==> config.mk <==
export PLATFORM = sky130hd
export DESIGN_NAME = hrl_loader
export DESIGN_NICKNAME = d
export VERILOG_FILES = /design/src/rtl/hrl_pkg.sv /design/src/rtl/hrl_buf2.sv /design/src/rtl/hrl_loader.sv
export SDC_FILE = /design/constraint.sdc
export NUM_CORES = 1
export LEC_CHECK = 0
export BUFFER_PORTS_ARGS = -buffer_cell sky130_fd_sc_hd__buf_2
export CORE_UTILIZATION = 50
export CTS_CLUSTER_SIZE = 28
export DETAILED_ROUTE_END_ITERATION = 6
export GPL_TIMING_DRIVEN = 1
export PLACE_DENSITY = 0.76
export SETUP_SLACK_MARGIN = 0.2
export SLEW_MARGIN = 10
export SYNTH_ARGS = -nofsm -noshare
export SYNTH_HDL_FRONTEND = slang
export SYNTH_HIERARCHICAL = 1
export SYNTH_SLANG_ARGS = --single-unit
==> constraint.sdc <==
create_clock -name i_clk -period 9.7 [get_ports i_clk]
set_input_delay 1.455 -clock i_clk [delete_from_list [all_inputs] [get_ports i_clk]]
set_output_delay 1.455 -clock i_clk [all_outputs]
set_load 0.03 [all_outputs]
==> src/rtl/hrl_pkg.sv <==
// Constants shared by the hex record loader
package hrl_pkg;
  localparam logic [7:0] CH_S     = 8'h53;
  localparam logic [7:0] CH_CR    = 8'h0D;
  localparam logic [7:0] CH_LF    = 8'h0A;
  localparam logic [7:0] CH_NUL   = 8'h00;
  localparam logic [7:0] CH_0     = 8'h30;
  localparam logic [7:0] CH_9     = 8'h39;
  localparam logic [7:0] CH_UA    = 8'h41;
  localparam logic [7:0] CH_UF    = 8'h46;
  localparam logic [7:0] CH_LA    = 8'h61;
  localparam logic [7:0] CH_LF_HX = 8'h66;
  localparam logic [7:0] HEX_OFS  = 8'h0A;
  localparam logic [7:0] CH_TY0   = 8'h30;
  localparam logic [7:0] CH_TY1   = 8'h31;
  localparam logic [7:0] CH_TY9   = 8'h39;
  localparam logic [7:0] ADDR_PAIRS = 8'h02;
  localparam logic [7:0] CSUM_OK  = 8'hFF;
  localparam int         ADDR_W   = 16;
  localparam int         DATA_W   = 8;
  typedef enum logic [1:0] {
    HRL_REC_HDR,
    HRL_REC_DATA,
    HRL_REC_END,
    HRL_REC_SKIP
  } hrl_rec_e;
endpackage : hrl_pkg

==> src/rtl/hrl_buf2.sv <==
// Two-entry valid/ready buffer for write requests
`timescale 1ns/1ns
module hrl_buf2 #(
  parameter int W = 24
) (
  input  wire logic         i_clk,
  input  wire logic         i_srst,
  input  wire logic         i_valid,
  output logic              o_ready,
  input  wire logic [W-1:0] i_data,
  output logic              o_valid,
  input  wire logic         i_ready,
  output logic [W-1:0]      o_data
);
  logic [W-1:0] mem [2];
  logic         wr_ptr;
  logic         rd_ptr;
  logic [1:0]   count;
  wire          push = i_valid && (count != 2'h2);
  wire          pop  = (count != 2'h0) && i_ready;

  always_ff @(posedge i_clk) begin
    if (i_srst) begin
      wr_ptr <= 1'b0;
      rd_ptr <= 1'b0;
      count  <= 2'h0;
    end else begin
      if (push) begin
        mem[wr_ptr] <= i_data;
        wr_ptr      <= ~wr_ptr;
      end
      if (pop) begin
        rd_ptr <= ~rd_ptr;
      end
      count <= count + {1'b0, push} - {1'b0, pop};
    end
  end

  assign o_ready = (count != 2'h2);
  assign o_valid = (count != 2'h0);
  assign o_data  = mem[rd_ptr];
endmodule : hrl_buf2

==> src/rtl/hrl_loader.sv <==
// Hex load record decoder and memory writer
`timescale 1ns/1ns
module hrl_loader #(
  parameter int AW = hrl_pkg::ADDR_W,
  parameter int DW = hrl_pkg::DATA_W
) (
  input  wire logic          i_clk,
  input  wire logic          i_srst,
  input  wire logic          i_restart,
  input  wire logic          i_char_valid,
  output logic               o_char_ready,
  input  wire logic [7:0]    i_char,
  input  wire logic          i_err_clear,
  output logic               o_wr_valid,
  input  wire logic          i_wr_ready,
  output logic [AW-1:0]      o_wr_addr,
  output logic [DW-1:0]      o_wr_data,
  output logic               o_done,
  output logic [AW-1:0]      o_entry_addr,
  output logic               o_error
);
  import hrl_pkg::*;

  typedef enum logic [2:0] {
    HRL_HUNT, HRL_TYPE, HRL_HI, HRL_LO, HRL_STOP
  } hrl_state_e;

  hrl_state_e state;
  hrl_rec_e   rec;
  logic       seen_s1;
  logic [3:0] hi_nib;
  logic [7:0] pairs_left;
  logic [7:0] byte_idx;
  logic [7:0] csum;
  logic [AW-1:0] addr;
  logic       buf_ready;
  logic       buf_valid;
  logic [AW+DW-1:0] buf_data;
  logic       pend_valid;
  logic [AW+DW-1:0] pend_data;

  // Hex digit decode, upper or lower case
  wire is_dig  = (i_char >= CH_0) && (i_char <= CH_9);
  wire is_up   = (i_char >= CH_UA) && (i_char <= CH_UF);
  wire is_lo   = (i_char >= CH_LA) && (i_char <= CH_LF_HX);
  wire is_hex  = is_dig || is_up || is_lo;
  wire [7:0] nib_full = is_dig ? (i_char - CH_0) :
                        is_up  ? (i_char - CH_UA + HEX_OFS) :
                                 (i_char - CH_LA + HEX_OFS);
  wire [3:0] nib = nib_full[3:0];
  wire [7:0] cur_byte  = {hi_nib, nib};
  wire [7:0] next_csum = csum + cur_byte;
  wire is_term = (i_char == CH_CR) || (i_char == CH_LF) ||
                 (i_char == CH_NUL);
  // Stall on any character while a write is still waiting
  wire stall  = pend_valid;
  wire take   = i_char_valid && o_char_ready;
  wire last_b = (byte_idx != 8'h00) && (pairs_left == 8'h01);
  wire in_addr = (byte_idx == 8'h01) || (byte_idx == 8'h02);
  wire is_data = (byte_idx > ADDR_PAIRS) && !last_b;
  wire do_wr = take && (state == HRL_LO) && is_hex && is_data &&
               (rec == HRL_REC_DATA);
  wire bad_digit = take && ((state == HRL_HI) || (state == HRL_LO)) &&
                   !is_hex;
  wire bad_csum = take && (state == HRL_LO) && is_hex && last_b &&
                  (next_csum != CSUM_OK);
  wire bad_len = take && (state == HRL_LO) && is_hex &&
                 (byte_idx == 8'h00) && (cur_byte <= ADDR_PAIRS);
  wire rec_end = take && (state == HRL_LO) && is_hex && last_b;
  wire [AW-1:0] data_addr = addr + AW'(byte_idx - ADDR_PAIRS - 8'h01);

  always_ff @(posedge i_clk) begin
    if (i_srst || i_restart) begin
      state      <= HRL_HUNT;
      rec        <= HRL_REC_SKIP;
      seen_s1    <= 1'b0;
      hi_nib     <= 4'h0;
      pairs_left <= 8'h00;
      byte_idx   <= 8'h00;
      csum       <= 8'h00;
      addr       <= '0;
      o_done     <= 1'b0;
      o_entry_addr <= '0;
      o_char_ready <= 1'b0;
    end else begin
      o_char_ready <= (state != HRL_STOP) && !stall &&
                      !(take && (state == HRL_LO));
      if (take) begin
        unique case (state)
          HRL_HUNT: begin
            // Leading fields and line endings are dropped here
            if (i_char == CH_S) state <= HRL_TYPE;
          end
          HRL_TYPE: begin
            state    <= HRL_HI;
            byte_idx <= 8'h00;
            csum     <= 8'h00;
            if (i_char == CH_TY1) begin
              rec <= HRL_REC_DATA;
            end else if (i_char == CH_TY9 && seen_s1) begin
              rec <= HRL_REC_END;
            end else if (i_char == CH_TY0) begin
              rec <= HRL_REC_HDR;
            end else begin
              rec   <= HRL_REC_SKIP;
              state <= HRL_HUNT;
            end
          end
          HRL_HI: begin
            hi_nib <= nib;
            state  <= is_hex ? HRL_LO : HRL_HUNT;
          end
          HRL_LO: begin
            state    <= HRL_HI;
            csum     <= next_csum;
            byte_idx <= byte_idx + 8'h01;
            if (!is_hex || bad_len) begin
              state <= HRL_HUNT;
            end else if (byte_idx == 8'h00) begin
              pairs_left <= cur_byte;
            end else begin
              pairs_left <= pairs_left - 8'h01;
              if (in_addr) addr <= {addr[AW-DW-1:0], cur_byte};
              if (last_b) begin
                state <= HRL_HUNT;
                if (!bad_csum && rec == HRL_REC_DATA) seen_s1 <= 1'b1;
                if (!bad_csum && rec == HRL_REC_END) begin
                  o_done       <= 1'b1;
                  o_entry_addr <= addr;
                  state        <= HRL_STOP;
                end
              end
            end
          end
          HRL_STOP: state <= HRL_STOP;
          default:  state <= HRL_HUNT;
        endcase
      end
      if (is_term && take && state != HRL_STOP) state <= HRL_HUNT;
    end
  end

  // Sticky error; a new fault wins over a clear in the same cycle
  always_ff @(posedge i_clk) begin
    if (i_srst) o_error <= 1'b0;
    else if (bad_digit || bad_csum || bad_len) o_error <= 1'b1;
    else if (i_err_clear) o_error <= 1'b0;
  end

  // Holding register in front of the buffer
  always_ff @(posedge i_clk) begin
    if (i_srst) begin
      pend_valid <= 1'b0;
      pend_data  <= '0;
    end else if (do_wr) begin
      pend_valid <= 1'b1;
      pend_data  <= {data_addr, cur_byte};
    end else if (buf_ready) begin
      pend_valid <= 1'b0;
    end
  end

  hrl_buf2 #(.W(AW + DW)) u_buf (
    .i_clk   (i_clk),
    .i_srst  (i_srst),
    .i_valid (pend_valid),
    .o_ready (buf_ready),
    .i_data  (pend_data),
    .o_valid (buf_valid),
    .i_ready (i_wr_ready && !o_wr_valid),
    .o_data  (buf_data)
  );

  always_ff @(posedge i_clk) begin
    if (i_srst) begin
      o_wr_valid <= 1'b0;
      o_wr_addr  <= '0;
      o_wr_data  <= '0;
    end else if (o_wr_valid) begin
      if (i_wr_ready) o_wr_valid <= 1'b0;
    end else if (buf_valid && i_wr_ready) begin
      o_wr_valid <= 1'b1;
      o_wr_addr  <= buf_data[AW+DW-1:DW];
      o_wr_data  <= buf_data[DW-1:0];
    end
  end

  property p_err_sticky;
    @(posedge i_clk) disable iff (i_srst)
      (bad_csum || bad_digit || bad_len) |=> o_error;
  endproperty
  a_err_sticky: assert property (p_err_sticky)
    else $error("error flag not set");

  property p_done_entry;
    @(posedge i_clk) disable iff (i_srst)
      $rose(o_done) |-> (state == HRL_STOP);
  endproperty
  a_done_entry: assert property (p_done_entry)
    else $error("done without stop");

  // A write may only be launched while a data record is open
  property p_no_hdr_wr;
    @(posedge i_clk) disable iff (i_srst)
      $rose(pend_valid) |-> (rec == HRL_REC_DATA);
  endproperty
  a_no_hdr_wr: assert property (p_no_hdr_wr)
    else $error("write outside data record");

  property p_stop_ready;
    @(posedge i_clk) disable iff (i_srst)
      (state == HRL_STOP) |=> !o_char_ready;
  endproperty
  a_stop_ready: assert property (p_stop_ready)
    else $error("char taken after done");

  property p_wr_hold;
    @(posedge i_clk) disable iff (i_srst)
      (o_wr_valid && !i_wr_ready) |=>
        (o_wr_valid && $stable(o_wr_addr) && $stable(o_wr_data));
  endproperty
  a_wr_hold: assert property (p_wr_hold)
    else $error("write request changed before ready");

  // Gap after each low nibble gives the pending slot time to drain
  property p_lo_gap;
    @(posedge i_clk) disable iff (i_srst)
      (take && (state == HRL_LO)) |=> !o_char_ready;
  endproperty
  a_lo_gap: assert property (p_lo_gap)
    else $error("no stall after low nibble");

  property p_done_hold;
    @(posedge i_clk) disable iff (i_srst)
      (o_done && !i_restart) |=> (o_done && $stable(o_entry_addr));
  endproperty
  a_done_hold: assert property (p_done_hold)
    else $error("entry address lost before restart");

  a_cv_done: cover property (@(posedge i_clk) $rose(o_done));
  a_cv_wr:   cover property (@(posedge i_clk) o_wr_valid && i_wr_ready);
  a_cv_err:  cover property (@(posedge i_clk) $rose(o_error));
endmodule : hrl_loader

==> summary.md <==
| Metric | Value |
|---|---|
| Status | finished, final reports clean |
| Share of the clock period used by the worst path | about 55% |
| Finish-stage setup viols | 0 |
| Iteration-0 DRC Markers | about 400 |
| Nature of the critical path startpoint | primary input |
| GRT Total Usage | about a fifth |
| Remaining number of nets flagged by the antenna check after routing | 0 |
| Portion of synthesized cell area occupied by the leading cell type | 29.4% |
| Die outline area | 17400 µm² |
| Proportion of layout cells with a drive suffix above 1 | 14.5% |
| Terminating pin of the worst hold path | u_buf/mem[1][5] |
| Post-CTS Resized | 0 |
| Total setup buffers inserted after CTS | 0 |
| Max H-tree Level | 4 |
| Launching point of the worst reg2reg path | byte_idx[1] |
| Fill count | about 1400 |
| Number of flops mapped to enable cells by yosys | 48 |
| Floorplan Core Area | ~17000 µm² |
| Maximum fanout count along the critical path | 18 |
| Number of nets in the finished design | around 980 |
| Clock sink count | about 170 |
| I/O pins | a little under 60 |
| Via density | around 5.6 |
| Register area | ~4000 µm² |
| Max frequency | between 150 and 200 MHz |
| Time the final worst path needs with I/O delays and setup | between 5 and 6 ns |
| Critical-path cell with the highest stage delay | a2111oi_0 |
| Worst reg2reg endpoint | pend_data[21] |
| Insertion delay to the later sink of the worst-skew pair | about 0.43 ns |
| Height of the die | approximately 130 µm |
| Buffers from clock root to sink, at most | 2 |
| Most common cell in the synthesized netlist | dfxtp_1 |
| Post-synth design cell area | 8450 µm² |
| Number of core rows | 47 |
| Cells traversed along the worst timing path | buf_2, inv_1, ha_1, nor4b_2, nand2b_1, o21ai_0, xor2_1, inv_1, ha_1, o21ai_0, o21bai_1, a2111oi_0, o22ai_1, nand4_1, buf_4, mux2i_1, nor2_1 |
| TritonCTS clock tree | yes |
| PwrDens | roughly 170 nW/µm² |
| Synth top cells by count | 124 x dfxtp_1, 115 x nand2_1, 105 x nor2_1 |
| Combined area of the multi-input logic cells | ~4200 µm² |
| Final hold violation count | 0 |
| Synth area leaders | dfxtp_1 29%, edfxtp_1 17%, ha_1 5.9%, nand2_1 5.1%, nor2_1 4.7% |
| RSZ-0062 raised after global routing | no |
| Number of global-route vias before repair | slightly below 6000 |
| Crit Path Category | primary input to flip-flop |
| Vias | 6428 |
| Synth-to-layout area growth | 12.2% |
| P_leak | approximately 3.9 nW |
| Cell variety after synth | 74 |
| Prevailing post-synth register cell | dfxtp_1 |
| Count of max-cap constraint violations | 0 |
| Global-route wire length before repair | ~29 mm |
| Yosys Warn Count | 6 |
| Maximum number of pins on one net before global-route repair | 55 |
| Worst slew slack as a fraction of its limit | 26.2% |
| Placement-stage cell area | between 8000 and 9000 µm² |
| FFs w/ async S/R, synth | 0% |
| Antenna violations before repair | 0 |
| Worst min path class | flip-flop to flip-flop |
| Root buf cell | clkbuf_16 |
| R2R depth | 15 |
| Sequential cell area fraction in the yosys report | 46.4% |
| Synthesized netlist cell count | slightly below 900 |
| Worst-path clk slew | ~0.06 ns |
| Hold Slack | 0.445 ns |
| Initial cell density of the core | between 50% and 60% |
| Number of buffers added by the clock tree synthesis step | 17 |
| Aggregate negative setup slack | 0 ns |
| Number of register bits inferred by synthesis | between 150 and 200 |
| DRC viols | 0 |
| ANT cells | 0 |
| Routed wire length per instance | 15.4 µm |
| Number of nets produced by synthesis | 940 |
| First-pass DRT Iterations | 7 |
| Maximum ir drop on the vdd rail | around 130 µV |
| Hpwl dp | 12.2 mm |
| Leading area contributor after synthesis | dfxtp_1 |
| Hold-critical path depth | 0 |
| Endpoint type of the worst setup path | flip-flop |
| Max Slew Vio Count | 0 |
| Crit path largest cell delay | 0.61 ns |
| Overall routed net length | between 15 and 20 mm |
| Critical path required time | between 9 and 10 ns |
| Width of the die | around 130 µm |
| Count of buffers inserted at the top-level ports | 57 |
| Fin area | about 9500 µm² |
| Avg Synthesized Cell Area | 9.56 µm² |
| Final Skew | a little under 0.01 ns |
| Cts hold-fix bufs | 0 |
| Reg2reg setup slack | between 5 and 6 ns |
| Hold_sp | pend_data[5] |
| Global placer's final weighted congestion | slightly above 0.9 |
| Actual slew at the worst max-slew pin | approximately 1.1 ns |
| Total overflow reported by the global router | 0 |
| Arrival time of data at the critical path endpoint | approximately 5.6 ns |
==> routing by layer <==
layer	up-vias	track usage [%]	share of wire [%]	wire, µm
met1	3031	26.6	46	8200
met3	22	4.46	4.4	788
met4	0	6.65	1.5	269
met2	160	34.6	48	8490
met5	-	0	0	0
li1	3215	-	-	-
==> cell usage in the layout, fill, tap and decap left out, drive strengths merged, types with 10 or more instances in the layout <==
| master | netlist | final |
|---|---|---|
| dfxtp | 124 | 124 |
| nor2b | 10 | 10 |
| nand3 | 18 | 18 |
| clkbuf | 29 | 20 |
| mux2i | 32 | 32 |
| buf | 15 | 64 |
| xor2 | 11 | 11 |
| a211oi | 12 | 12 |
| nand2 | 116 | 116 |
| ha | 40 | 40 |
| edfxtp | 48 | 48 |
| nor2 | 105 | 105 |
| inv | 24 | 28 |
| a21oi | 77 | 77 |
| xnor2 | 20 | 20 |
| nor3 | 19 | 19 |
| o21ai | 26 | 26 |
| mux2 | 26 | 26 |
==> final cells by class <==
cell class	count	area share [%]
clock inverters	12	1.69
inverters	24	0.950
clock buffers	20	4.82
multi-input cells	644	44.7
flip-flops and latches	172	41.4
well taps	220	2.90
repair buffers	64	3.56
==> power breakdown <==
group | switching (mW) | internal [mW] | total, mW
Sequential | 0.00973 | 0.753 | 0.763
Combinational | 0.112 | 0.0665 | 0.178
Clock | 0.284 | 0.423 | 0.706
==> kinds of logic after synthesis <==
family	synth area share (%)
AOI/OAI and AO/OA	13.3
xor gates and xnor gates	3.21
adders and majority gates	6.39
buffers and inverters	3.57
DFF	46.4
muxes	8.18
and+or+nand+nor	19.0
==> stage by stage <==
stage	power [mW]	util, %	worst slack, ns	instances
2_1_floorplan	0.925	-	4.78	884
5_1_grt	1.71	57.4	4.03	1156
4_1_cts	1.66	57.4	4.53	1156
3_3_place_gp	0.955	53.7	4.29	1124
6_report	1.65	57.4	4.41	1156
3_5_place_dp	0.957	53.7	4.13	1124
==> how the worst max path moves through the flow <==
stage | startpoint | end | slack (ns) | cells after the start
5_1_grt | i_char[1] | o_entry_addr[2] | 4.03 | 16
6_report | i_char[1] | o_entry_addr[10] | 4.41 | 17
3_3_place_gp | i_char[1] | o_entry_addr[10] | 4.29 | 16
2_1_floorplan | i_char[1] | o_entry_addr[0] | 4.78 | 17
3_5_place_dp | i_char[1] | o_entry_addr[4] | 4.13 | 16
4_1_cts | i_char[1] | o_entry_addr[10] | 4.53 | 16
==> worst max-delay path: cells and delay by family <==
family                     cells  cell delay (ns)
xor gates and xnor gates       1             0.43
buffers and inverters          4             0.64
muxes                          1             0.26
adders and majority gates      2             0.62
AOI/OAI and AO/OA              5             1.32
and+or+nand+nor                4             0.81
==> flip-flops by register name, summed over array words and instances (netlist names), 2 cells and up, named ones only <==
| signal | count |
|---|---|
| state | 3 |
| o_wr_addr | 16 |
| u_buf/mem | 48 |
| o_wr_data | 8 |
| rec | 2 |
| addr | 16 |
| csum | 8 |
| u_buf/count | 2 |
| o_entry_addr | 16 |
| pairs_left | 8 |
| hi_nib | 4 |
| pend_data | 24 |
| byte_idx | 8 |
Note: power is estimated with default switching activity, not from simulation.
